<file path="src/dcf_map.svh">
`ifndef DCF_MAP_SVH
`define DCF_MAP_SVH
// ----------------------------------------
// widths and queue depths
// ----------------------------------------
`define DCF_PTR_W 17
`define DCF_OFS_W 16
`define DCF_PTR_ONE 17'h00001
`define DCF_A2B_DEPTH 17'h04000
`define DCF_B2A_DEPTH 17'h10000
`define DCF_OFS_RST 16'h0008
`define DCF_FALL_THROUGH_MODE_RST 1'h0
// ----------------------------------------
// register byte offsets
// ----------------------------------------
`define DCF_ADR_W 8
`define DCF_REG_CTRL 8'h00
`define DCF_REG_A2B_AE 8'h04
`define DCF_REG_A2B_AF 8'h08
`define DCF_REG_B2A_AE 8'h0C
`define DCF_REG_B2A_AF 8'h10
`define DCF_REG_STATUS 8'h14
`define DCF_REG_A2B_CNT 8'h18
`define DCF_REG_B2A_CNT 8'h1C
// ----------------------------------------
// status bit positions
// ----------------------------------------
`define DCF_ST_FF_A 0
`define DCF_ST_FF_B 1
`define DCF_ST_EF_A 2
`define DCF_ST_EF_B 3
`define DCF_ST_AE_A 4
`define DCF_ST_AE_B 5
`define DCF_ST_AF_A 6
`define DCF_ST_AF_B 7
`endif

</file>
<file path="src/dcf_pkg.sv">
`include "dcf_map.svh"
package dcf_pkg;
    typedef logic [`DCF_PTR_W-1:0] dcf_ptr_t;
    typedef logic [`DCF_OFS_W-1:0] dcf_ofs_t;
    // index 0 is the a-to-b queue, index 1 the b-to-a queue
    typedef struct packed {
        logic port_a_clock;
        logic port_b_clock;
        logic [1:0][`DCF_PTR_W-1:0] wr_ptr;
        logic [1:0][`DCF_PTR_W-1:0] rd_ptr;
        logic [1:0] rdy;
        logic [1:0] load;
    } dcf_core_state_t;
    typedef struct packed {
        logic [`DCF_PTR_W-1:0] gray_src;
        logic [`DCF_PTR_W-1:0] stage1;
        logic [`DCF_PTR_W-1:0] stage2;
    } dcf_sync_state_t;
    typedef struct packed {
        logic ack;
        logic [31:0] rdata;
        logic fall_through_mode;
        logic [1:0][`DCF_OFS_W-1:0] ae_ofs;
        logic [1:0][`DCF_OFS_W-1:0] af_ofs;
    } dcf_wb_state_t;
endpackage

</file>
<file path="src/dcf_if.sv">
`timescale 1ns/1ps
`include "dcf_map.svh"
// pointer handed from one port side to the other
interface dcf_ptr_if;
    logic [`DCF_PTR_W-1:0] ptr_next;
    logic dst_edge;
    logic [`DCF_PTR_W-1:0] ptr_sync;
    modport src (output ptr_next, output dst_edge, input ptr_sync);
    modport dst (input ptr_next, input dst_edge, output ptr_sync);
endinterface

// configuration out of the register file, status back into it
interface dcf_cfg_if;
    logic fall_through_mode;
    logic [1:0][`DCF_OFS_W-1:0] ae_ofs;
    logic [1:0][`DCF_OFS_W-1:0] af_ofs;
    logic [7:0] flags;
    logic [1:0][`DCF_PTR_W-1:0] count;
    modport regs (output fall_through_mode, output ae_ofs, output af_ofs, input flags, input count);
    modport core (input fall_through_mode, input ae_ofs, input af_ofs, output flags, output count);
endinterface

</file>
<file path="src/dcf_ptr_sync.sv">
`timescale 1ns/1ps
`include "dcf_map.svh"
module dcf_ptr_sync (
    input wire logic clk_in,
    input wire logic rst_n_in,
    dcf_ptr_if.dst link
);
    dcf_pkg::dcf_sync_state_t s_q;
    dcf_pkg::dcf_sync_state_t s_d;

    function automatic dcf_pkg::dcf_ptr_t gray2bin(input dcf_pkg::dcf_ptr_t g);
        dcf_pkg::dcf_ptr_t b;
        b = g;
        for (int i = `DCF_PTR_W - 2; i >= 0; i--) begin
            b[i] = b[i + 1] ^ g[i];
        end
        return b;
    endfunction

    // gray register at the source, two stages stepped by the far port clock
    always_comb begin
        s_d = s_q;
        s_d.gray_src = link.ptr_next ^ (link.ptr_next >> 1);
        if (link.dst_edge) begin
            s_d.stage1 = s_q.gray_src;
            s_d.stage2 = s_q.stage1;
        end
    end

    always_ff @(posedge clk_in) begin
        if (!rst_n_in) begin
            s_q <= '0;
        end else begin
            s_q <= s_d;
        end
    end

    // only the second stage is decoded
    assign link.ptr_sync = gray2bin(s_q.stage2);
endmodule

</file>
<file path="src/dcf_wb_regs.sv">
`timescale 1ns/1ps
`include "dcf_map.svh"
module dcf_wb_regs (
    input wire logic clk_in,
    input wire logic rst_n_in,
    input wire logic wb_cyc_in,
    input wire logic wb_stb_in,
    input wire logic wb_we_in,
    input wire logic [`DCF_ADR_W-1:0] wb_adr_in,
    input wire logic [3:0] wb_sel_in,
    input wire logic [31:0] wb_dat_in,
    output logic [31:0] wb_dat_out,
    output logic wb_ack_out,
    dcf_cfg_if.regs cfg
);
    dcf_pkg::dcf_wb_state_t s_q;
    dcf_pkg::dcf_wb_state_t s_d;

    // byte-lane merge of a 16-bit offset
    function automatic dcf_pkg::dcf_ofs_t merge(input dcf_pkg::dcf_ofs_t old);
        dcf_pkg::dcf_ofs_t v;
        v = old;
        if (wb_sel_in[0]) v[7:0] = wb_dat_in[7:0];
        if (wb_sel_in[1]) v[15:8] = wb_dat_in[15:8];
        return v;
    endfunction

    // ack one cycle after the strobe; writes land on the acked edge
    always_comb begin
        s_d = s_q;
        s_d.ack = 1'b0;
        if (wb_cyc_in && wb_stb_in && !s_q.ack) begin
            s_d.ack = 1'b1;
            case (wb_adr_in)
                `DCF_REG_CTRL: s_d.rdata = {31'h00000000, s_q.fall_through_mode};
                `DCF_REG_A2B_AE: s_d.rdata = {16'h0000, s_q.ae_ofs[0]};
                `DCF_REG_A2B_AF: s_d.rdata = {16'h0000, s_q.af_ofs[0]};
                `DCF_REG_B2A_AE: s_d.rdata = {16'h0000, s_q.ae_ofs[1]};
                `DCF_REG_B2A_AF: s_d.rdata = {16'h0000, s_q.af_ofs[1]};
                `DCF_REG_STATUS: s_d.rdata = {24'h000000, cfg.flags};
                `DCF_REG_A2B_CNT: s_d.rdata = {15'h0000, cfg.count[0]};
                `DCF_REG_B2A_CNT: s_d.rdata = {15'h0000, cfg.count[1]};
                default: s_d.rdata = 32'h00000000; // unmapped reads zero
            endcase
        end
        if (wb_cyc_in && wb_stb_in && s_q.ack && wb_we_in) begin
            case (wb_adr_in)
                `DCF_REG_CTRL: if (wb_sel_in[0]) s_d.fall_through_mode = wb_dat_in[0];
                `DCF_REG_A2B_AE: s_d.ae_ofs[0] = merge(s_q.ae_ofs[0]);
                `DCF_REG_A2B_AF: s_d.af_ofs[0] = merge(s_q.af_ofs[0]);
                `DCF_REG_B2A_AE: s_d.ae_ofs[1] = merge(s_q.ae_ofs[1]);
                `DCF_REG_B2A_AF: s_d.af_ofs[1] = merge(s_q.af_ofs[1]);
                default: s_d.fall_through_mode = s_q.fall_through_mode; // read-only or unmapped
            endcase
        end
    end

    // offsets come up at the preset value after reset
    always_ff @(posedge clk_in) begin
        if (!rst_n_in) begin
            s_q.ack <= 1'b0;
            s_q.rdata <= 32'h00000000;
            s_q.fall_through_mode <= `DCF_FALL_THROUGH_MODE_RST;
            s_q.ae_ofs <= {2{`DCF_OFS_RST}};
            s_q.af_ofs <= {2{`DCF_OFS_RST}};
        end else begin
            s_q <= s_d;
        end
    end

    assign wb_ack_out = s_q.ack;
    assign wb_dat_out = s_q.rdata;
    assign cfg.fall_through_mode = s_q.fall_through_mode;
    assign cfg.ae_ofs = s_q.ae_ofs;
    assign cfg.af_ofs = s_q.af_ofs;
endmodule

</file>
<file path="src/dcf_flags_top.sv">
`timescale 1ns/1ps
`include "dcf_map.svh"
// What this block does
// write-port flag; accepted write bumps pointer
// almost-empty on read clock from pointer compare
// fall-through: ready flags; standard: empty/full
// full low means no room; writes dropped
// full rises second write edge after read
// late read shifts full rise one edge
// late write shifts empty rise one edge
// almost-empty high above offset words
// almost-empty rises second read edge after
// late write shifts almost-empty rise too
// a2b offset feeds port B almost-empty
// a2b almost-full offset feeds port A
// output register word not counted
// fall-through word frees its slot at once
// fall-through loads first word unrequested
// a2b flags follow word-count table
// b2a mirrors table, depth 65536
// ready rises third read edge, loads word
// empty flag rises second read edge
// reads dropped while empty/ready low
// crossing pointers gray, two stages
module dcf_flags_top (
    input wire logic clk_in,
    input wire logic rst_n_in,
    input wire logic port_a_clock_in,
    input wire logic port_b_clock_in,
    input wire logic a_write_en_in,
    input wire logic a_read_en_in,
    input wire logic b_write_en_in,
    input wire logic b_read_en_in,
    input wire logic wb_cyc_in,
    input wire logic wb_stb_in,
    input wire logic wb_we_in,
    input wire logic [`DCF_ADR_W-1:0] wb_adr_in,
    input wire logic [3:0] wb_sel_in,
    input wire logic [31:0] wb_dat_in,
    output logic [31:0] wb_dat_out,
    output logic wb_ack_out,
    output logic full_ready_flag_port_a_out,
    output logic full_ready_flag_port_b_out,
    output logic empty_ready_flag_port_a_out,
    output logic empty_ready_flag_port_b_out,
    output logic almost_empty_flag_port_a_out,
    output logic almost_empty_flag_port_b_out,
    output logic almost_full_flag_port_a_out,
    output logic almost_full_flag_port_b_out,
    output logic a_out_reg_load_out,
    output logic b_out_reg_load_out
);
    // ----------------------------------------
    // state and per-queue views
    // ----------------------------------------
    dcf_pkg::dcf_core_state_t s_q;
    dcf_pkg::dcf_core_state_t s_d;
    logic a_edge;
    logic b_edge;
    logic fall_through_mode;
    logic [1:0] wedge;
    logic [1:0] redge;
    logic [1:0] wreq;
    logic [1:0] rreq;
    logic [1:0] full_ok;
    logic [1:0] mem_nz;
    logic [1:0] ae;
    logic [1:0] af;
    logic [1:0] ef;
    logic [1:0][`DCF_PTR_W-1:0] depth;
    logic [1:0][`DCF_PTR_W-1:0] wr_sync;
    logic [1:0][`DCF_PTR_W-1:0] rd_sync;
    logic [1:0][`DCF_PTR_W-1:0] cnt_w;
    logic [1:0][`DCF_PTR_W-1:0] cnt_r;

    dcf_cfg_if cfg();

    // ----------------------------------------
    // register file
    // ----------------------------------------
    dcf_wb_regs u_regs (
        .clk_in(clk_in),
        .rst_n_in(rst_n_in),
        .wb_cyc_in(wb_cyc_in),
        .wb_stb_in(wb_stb_in),
        .wb_we_in(wb_we_in),
        .wb_adr_in(wb_adr_in),
        .wb_sel_in(wb_sel_in),
        .wb_dat_in(wb_dat_in),
        .wb_dat_out(wb_dat_out),
        .wb_ack_out(wb_ack_out),
        .cfg(cfg)
    );

    // port clocks are sampled pins; a rising edge is one step of that side
    assign a_edge = port_a_clock_in & ~s_q.port_a_clock;
    assign b_edge = port_b_clock_in & ~s_q.port_b_clock;
    assign fall_through_mode = cfg.fall_through_mode;

    // queue 0 is written on A and read on B, queue 1 the reverse
    assign wedge = {b_edge, a_edge};
    assign redge = {a_edge, b_edge};
    assign wreq = {b_write_en_in, a_write_en_in};
    assign rreq = {a_read_en_in, b_read_en_in};
    assign depth[0] = `DCF_A2B_DEPTH;
    assign depth[1] = `DCF_B2A_DEPTH;

    // ----------------------------------------
    // pointer update and output register control
    // ----------------------------------------
    // the read pointer steps whenever a word moves to the output register,
    // so a word parked there is already out of the memory count
    always_comb begin
        s_d = s_q;
        s_d.port_a_clock = port_a_clock_in;
        s_d.port_b_clock = port_b_clock_in;
        for (int q = 0; q < 2; q++) begin
            s_d.load[q] = 1'b0;
            if (wedge[q] && wreq[q] && full_ok[q]) begin
                s_d.wr_ptr[q] = s_q.wr_ptr[q] + `DCF_PTR_ONE;
            end
            if (redge[q]) begin
                if (fall_through_mode) begin
                    if (!s_q.rdy[q]) begin
                        if (mem_nz[q]) begin
                            // unrequested fall-through frees the slot
                            s_d.rdy[q] = 1'b1;
                            s_d.load[q] = 1'b1;
                            s_d.rd_ptr[q] = s_q.rd_ptr[q] + `DCF_PTR_ONE;
                        end
                    end else if (rreq[q]) begin
                        if (mem_nz[q]) begin
                            s_d.load[q] = 1'b1;
                            s_d.rd_ptr[q] = s_q.rd_ptr[q] + `DCF_PTR_ONE;
                        end else begin
                            s_d.rdy[q] = 1'b0; // last word taken
                        end
                    end
                end else begin
                    s_d.rdy[q] = 1'b0;
                    if (rreq[q] && mem_nz[q]) begin
                        s_d.load[q] = 1'b1;
                        s_d.rd_ptr[q] = s_q.rd_ptr[q] + `DCF_PTR_ONE;
                    end
                end
            end
        end
    end

    always_ff @(posedge clk_in) begin
        if (!rst_n_in) begin
            s_q <= '0;
        end else begin
            s_q <= s_d;
        end
    end

    // ----------------------------------------
    // per-queue crossing and flag compare
    // ----------------------------------------
    for (genvar q = 0; q < 2; q++) begin : g_queue
        dcf_ptr_if wr_x();
        dcf_ptr_if rd_x();

        // a pointer step seen on a same-cycle far edge waits one more edge
        assign wr_x.ptr_next = s_d.wr_ptr[q];
        assign wr_x.dst_edge = redge[q];
        assign rd_x.ptr_next = s_d.rd_ptr[q];
        assign rd_x.dst_edge = wedge[q];

        dcf_ptr_sync u_wr_sync (
            .clk_in(clk_in),
            .rst_n_in(rst_n_in),
            .link(wr_x)
        );
        dcf_ptr_sync u_rd_sync (
            .clk_in(clk_in),
            .rst_n_in(rst_n_in),
            .link(rd_x)
        );

        assign wr_sync[q] = wr_x.ptr_sync;
        assign rd_sync[q] = rd_x.ptr_sync;

        // write side sees the read pointer two write edges late
        assign cnt_w[q] = s_q.wr_ptr[q] - rd_sync[q];
        assign full_ok[q] = cnt_w[q] != depth[q];
        assign af[q] = cnt_w[q] < (depth[q] - {1'b0, cfg.af_ofs[q]});

        // read side sees the write pointer two read edges late
        assign cnt_r[q] = wr_sync[q] - s_q.rd_ptr[q];
        assign mem_nz[q] = cnt_r[q] != '0;
        assign ae[q] = cnt_r[q] > {1'b0, cfg.ae_ofs[q]};
        assign ef[q] = fall_through_mode ? s_q.rdy[q] : mem_nz[q];

    end

    // ----------------------------------------
    // pins and status
    // ----------------------------------------
    assign full_ready_flag_port_a_out = full_ok[0];
    assign full_ready_flag_port_b_out = full_ok[1];
    assign empty_ready_flag_port_b_out = ef[0];
    assign empty_ready_flag_port_a_out = ef[1];
    assign almost_empty_flag_port_b_out = ae[0];
    assign almost_empty_flag_port_a_out = ae[1];
    assign almost_full_flag_port_a_out = af[0];
    assign almost_full_flag_port_b_out = af[1];
    assign b_out_reg_load_out = s_q.load[0];
    assign a_out_reg_load_out = s_q.load[1];

    assign cfg.flags[`DCF_ST_FF_A] = full_ok[0];
    assign cfg.flags[`DCF_ST_FF_B] = full_ok[1];
    assign cfg.flags[`DCF_ST_EF_A] = ef[1];
    assign cfg.flags[`DCF_ST_EF_B] = ef[0];
    assign cfg.flags[`DCF_ST_AE_A] = ae[1];
    assign cfg.flags[`DCF_ST_AE_B] = ae[0];
    assign cfg.flags[`DCF_ST_AF_A] = af[0];
    assign cfg.flags[`DCF_ST_AF_B] = af[1];
    // read-side memory counts, output register excluded
    assign cfg.count = cnt_r;
endmodule

</file>
<file path="config.mk">
export PLATFORM = sky130hd
export DESIGN_NAME = dcf_flags_top
export DESIGN_NICKNAME = d
export VERILOG_FILES = /design/src/dcf_pkg.sv /design/src/dcf_if.sv /design/src/dcf_ptr_sync.sv /design/src/dcf_wb_regs.sv /design/src/dcf_flags_top.sv
export VERILOG_INCLUDE_DIRS = /design/src
export SDC_FILE = /design/constraint.sdc
export NUM_CORES = 1
export LEC_CHECK = 0
export ABC_AREA = 1
export BUFFER_PORTS_ARGS = -buffer_cell sky130_fd_sc_hd__buf_4
export CAP_MARGIN = 20
export CORE_ASPECT_RATIO = 1.1
export CORE_UTILIZATION = 35
export DETAILED_ROUTE_END_ITERATION = 8
export GPL_TIMING_DRIVEN = 0
export MAX_ROUTING_LAYER = met4
export SLEW_MARGIN = 10
export SYNTH_ARGS = -nofsm -noshare
export SYNTH_HDL_FRONTEND = slang
export SYNTH_SLANG_ARGS = --single-unit
</file>
<file path="constraint.sdc">
create_clock -name clk_in -period 14.4 [get_ports clk_in]
set_input_delay 2.16 -clock clk_in [delete_from_list [all_inputs] [get_ports clk_in]]
set_output_delay 2.16 -clock clk_in [all_outputs]
set_load 0.03 [all_outputs]
</file>
==> results.md <==
| Stage | Item | Reported |
|:---|:---|:---|
| routing | Top Layer Used | met4 |
| worst hold path | Tightest Hold Check Type | register to register |
| yosys | Post-synth top flop | sky130_fd_sc_hd__dfxtp_1 |
| timing | Post-route minimum period | 9220 ps |
| yosys | Netlist area before placement | 23000 um^2 |
| yosys | Mean Syn Cell Area | 7.08 um^2 |
| finish | Layout Area Growth over Synthesis | 12.9% |
| cts | Cells resized by post-CTS repair | 0 |
| floorplan | Number of placed I/O pins | 98 |
| timing | Unrepaired setup endpoints after global routing | false |
| finish | Net count reported at finish | 3557 |
| cts | Maximum clock path buffer count | 3 |
| cts | Clock root buffer master | sky130_fd_sc_hd__clkbuf_16 |
| cts | Clock buffers created by TritonCTS | 40 |
| setup path | Cell seen most often among critical-path stages | sky130_fd_sc_hd__nand2_2 |
| floorplan | Core area | 65000 um^2 |
| global route | Total gr overflow | 0 |
| power and ir drop | Largest voltage drop on the vdd net | 0.0000841 V |
| power and ir drop | Leakage component of the power | 0.0114 uW |
| floorplan | Area enclosed by the die boundary | 66700 um^2 |
| global route | Global-route wire length before repair | 116000 um |
| cts | Post-CTS Setup Inserts | 0 |
| outcome | Run status | complete, no violations |
| yosys | Count of mapped cells out of synthesis | 3246 |
| placement | Weighted congestion at the end of routability-driven global placement | 0.985 |
| setup path | Critical path arrival | 7060 ps |
| finish | Diodes inserted | 0 |
| yosys | Register bit total from synthesis | 357 |
| setup path | Cell at the slowest stage of the critical path | sky130_fd_sc_hd__fa_1 |
| routing | Number of design rule violations left after detail routing | 0 |
| finish | Most common cell after layout, fill and taps aside | sky130_fd_sc_hd__nand2_1 |
| cts | # clock sinks | 357 |
| cts | Depth of the CTS H-tree | 2 |
| global route | Vias in the first global route | 20318 |
| timing | Hold violation total from the final report | 0 |
| floorplan | Die boundary height | 271 um |
| routing | Sum of met2 wire segment lengths after detailed routing | 35600 um |
| timing | Final-layout setup total negative slack | 0 ps |
| placement | Detailed placement HPWL | 60600 um |
| routing | Total via count in the routed design | 21835 |
| setup path | Required arrival time at the worst endpoint | 12240 ps |
| finish | Final standard cell count with taps included and fillers excluded | 4245 |
| routing | Length of the first detailed-routing pass in iterations | 6 |
| yosys | Proportion of synthesized chip area in sequential cells | 31.1% |
| setup path | Crit Path Class | register to primary output |
| global route | Maximum number of pins on one net before global-route repair | 14 |
| global route | Initial antenna violation count | 0 |
| timing | Fmax | 0.108 GHz |
| timing | Final clock period utilization by the worst path | 64.0% |
| setup path | Critical Path Fanout Max | 4 |
| finish | Layout fillers | 6820 |
| timing | Relative slew margins | 24.0% |
| routing | Count of antenna-violating nets left after detailed routing | 0 |
| timing | Pins over their slew limit | 0 |
| timing | Worst slew pin tran | 1140 ps |
| cts | Register clock-pin slew on the reported worst setup and hold paths | 70 ps |
| floorplan | Standard-cell row count | 98 |
| routing | WL per Instance | 17.9 um |
| finish | Share of layout cells above drive strength 1 | 12.5% |
| floorplan | Die extent in x | 246 um |
| placement | Total placed cells including tap cells | 4172 |
| power and ir drop | Power density over the cells | 139 nW/um^2 |
| routing | Routed wire length on met3 | 3910 um |
| floorplan | Initial Utilization | 35.3% |
| yosys | Post-synth cell types | 71 |
| finish | Most frequent cells in the layout | 500 x sky130_fd_sc_hd__nand2_1, 405 x sky130_fd_sc_hd__nor2_1, 357 x sky130_fd_sc_hd__dfxtp_1, 342 x sky130_fd_sc_hd__inv_1, 276 x sky130_fd_sc_hd__nand3_1 |
| routing | Initial drt markers | 1658 |
| setup path | Largest stage delay, worst path | 450 ps |
| routing | Total routed wirelength | 75800 um |
| timing | Final setup skew | 18.0 ps |
| global route | Total routing usage reported by global routing | 23.0% |
| timing | Final count of negative-setup-slack endpoints | 0 |
| routing | Routed via count divided by cell count | 5.14 |
| finish | Final Core Density | 39.9% |
| cts | Source-to-sink clock delay at the later pin of the worst-skew pair | 590 ps |
| flow run | Maximum Capacitance Violations | 0 |
| setup path | Kind of end point of the critical path | primary output |
| yosys | Number of warning messages in the yosys log | 0 |
| cts | TritonCTS clock tree | built |
| routing | Met1 Routed Length | 33700 um |
| yosys | Post-synth EDFFs | 0 |
| setup path | Launching element type of the critical path | register |
| placement | IO Port Bufs | 61 |
| yosys | Fraction of registers with async set/reset | 0% |
| cts | Hold Buf Count CTS | 0 |
[cells in the mapped netlist (4+ instances only)]
| library cell | number | share of area, % |
|---|---|---|
| sky130_fd_sc_hd__nor2_1 | 405 | 6.6 |
| sky130_fd_sc_hd__nand2_4 | 13 | 0.64 |
| sky130_fd_sc_hd__clkbuf_1 | 87 | 1.4 |
| sky130_fd_sc_hd__nand3b_1 | 6 | 0.20 |
| sky130_fd_sc_hd__ha_1 | 134 | 7.3 |
| sky130_fd_sc_hd__nand3_4 | 5 | 0.38 |
| sky130_fd_sc_hd__buf_4 | 18 | 0.59 |
| sky130_fd_sc_hd__buf_6 | 10 | 0.49 |
| sky130_fd_sc_hd__fa_1 | 4 | 0.35 |
| sky130_fd_sc_hd__inv_1 | 342 | 5.6 |
| sky130_fd_sc_hd__inv_2 | 15 | 0.25 |
| sky130_fd_sc_hd__o21ai_0 | 227 | 4.9 |
| sky130_fd_sc_hd__o221ai_1 | 6 | 0.23 |
| sky130_fd_sc_hd__o21ai_1 | 21 | 0.46 |
| sky130_fd_sc_hd__a21oi_1 | 240 | 5.2 |
| sky130_fd_sc_hd__xnor2_1 | 17 | 0.65 |
| sky130_fd_sc_hd__a221oi_1 | 9 | 0.34 |
| sky130_fd_sc_hd__a31oi_1 | 7 | 0.19 |
| sky130_fd_sc_hd__a211oi_1 | 8 | 0.26 |
| sky130_fd_sc_hd__clkinv_1 | 5 | 0.082 |
| sky130_fd_sc_hd__nor3_2 | 6 | 0.26 |
| sky130_fd_sc_hd__nand2_2 | 75 | 2.0 |
| sky130_fd_sc_hd__buf_2 | 12 | 0.26 |
| sky130_fd_sc_hd__nor4_1 | 14 | 0.38 |
| sky130_fd_sc_hd__buf_1 | 6 | 0.098 |
| sky130_fd_sc_hd__o21ai_2 | 46 | 1.8 |
| sky130_fd_sc_hd__nor2_2 | 8 | 0.22 |
| sky130_fd_sc_hd__o21bai_1 | 6 | 0.20 |
| sky130_fd_sc_hd__nand3_1 | 276 | 6.0 |
| sky130_fd_sc_hd__o211ai_1 | 7 | 0.23 |
| sky130_fd_sc_hd__nand2_1 | 500 | 8.2 |
| sky130_fd_sc_hd__a21o_1 | 5 | 0.16 |
| sky130_fd_sc_hd__o2111ai_1 | 7 | 0.27 |
| sky130_fd_sc_hd__nand3_2 | 56 | 2.4 |
| sky130_fd_sc_hd__dfxtp_1 | 357 | 31 |
| sky130_fd_sc_hd__o21a_1 | 8 | 0.26 |
| sky130_fd_sc_hd__nor3_1 | 36 | 0.78 |
| sky130_fd_sc_hd__nand4_1 | 48 | 1.3 |
| sky130_fd_sc_hd__xor2_1 | 130 | 5.0 |
| sky130_fd_sc_hd__o22ai_1 | 19 | 0.52 |
[worst paths after layout]
kind         depth (start not counted)                                   start                            to  slack [ps]
min                                  2            g_queue[1].u_rd_sync.s_q[35]  g_queue[1].u_rd_sync.s_q[18]         450
max reg2reg                         46  g_queue[1].u_wr_sync.link.ptr_sync[16]          u_regs.wb_dat_out[4]        7610
max                                 43  g_queue[1].u_wr_sync.link.ptr_sync[16]  almost_empty_flag_port_a_out        5180
min reg2reg                          2            g_queue[1].u_rd_sync.s_q[35]  g_queue[1].u_rd_sync.s_q[18]         450
[registers in the layout, indices dropped and copies added, names as in the netlist, 2 cells and up]
signal,cells
g_queue.u_rd_sync.link.ptr_sync,2
g_queue.u_rd_sync.s_q,98
g_queue.u_wr_sync.link.ptr_sync,2
g_queue.u_wr_sync.s_q,98
s_q,72
u_regs.cfg.ae_ofs,32
u_regs.cfg.af_ofs,32
u_regs.wb_dat_out,17
[layer usage]
layer,GRT usage [%],vias to the layer above
li1,-,11020
met2,38.0,577
met1,28.9,10104
met5,-,-
met3,2.90,134
met4,7.65,0
[metrics by stage]
stage | area (um^2) | total power, uW | worst slack [ps] | hold WS (ps)
final | 25900 | 3590 | 5180 | 450
after CTS | 25900 | 3600 | 5270 | 448
after detailed placement | 24500 | 2510 | 5910 | 440
after global routing | 25900 | 3810 | 4680 | 463
after floorplan | 23000 | 2110 | 6910 | 431
after global placement | 24500 | 2500 | 5950 | 437
[cell type report]
| cell class | count | area (um^2) | area share [%] |
|---|---|---|---|
| Multi-Input combinational cell | 2407 | 13800 | 53.4 |
| Sequential cell | 357 | 7150 | 27.6 |
| Inverter | 362 | 1360 | 5.24 |
| Clock buffer | 52 | 1120 | 4.30 |
| Tap cell | 850 | 1060 | 4.10 |
| Buffer | 134 | 672 | 2.59 |
| Timing Repair Buffer | 62 | 465 | 1.80 |
| Clock inverter | 21 | 263 | 1.01 |
[report_power, final]
part           internal [uW]  switching [uW]
Sequential              1050            42.5
Combinational            459             957
Clock                    627             457
[cell families after synthesis]
family	after synthesis	share of synthesized area [%]
fa+ha+maj	138	7.65
simple gates	1466	30.3
compound gates	636	16.0
other cells	1	0.0163
flops	357	31.1
xor+xnor	152	6.01
buf+inv	496	8.84
[worst max-delay path: cells and delay by family (launching register included)]
kind | cells | cell delay (ps)
adders and majority gates | 3 | 1040
AOI/OAI and AO/OA | 8 | 1390
and+or+nand+nor | 27 | 2520
xor gates and xnor gates | 1 | 380
buffers and inverters | 4 | 740
DFF | 1 | 410
(Power assumes the default switching activity.)
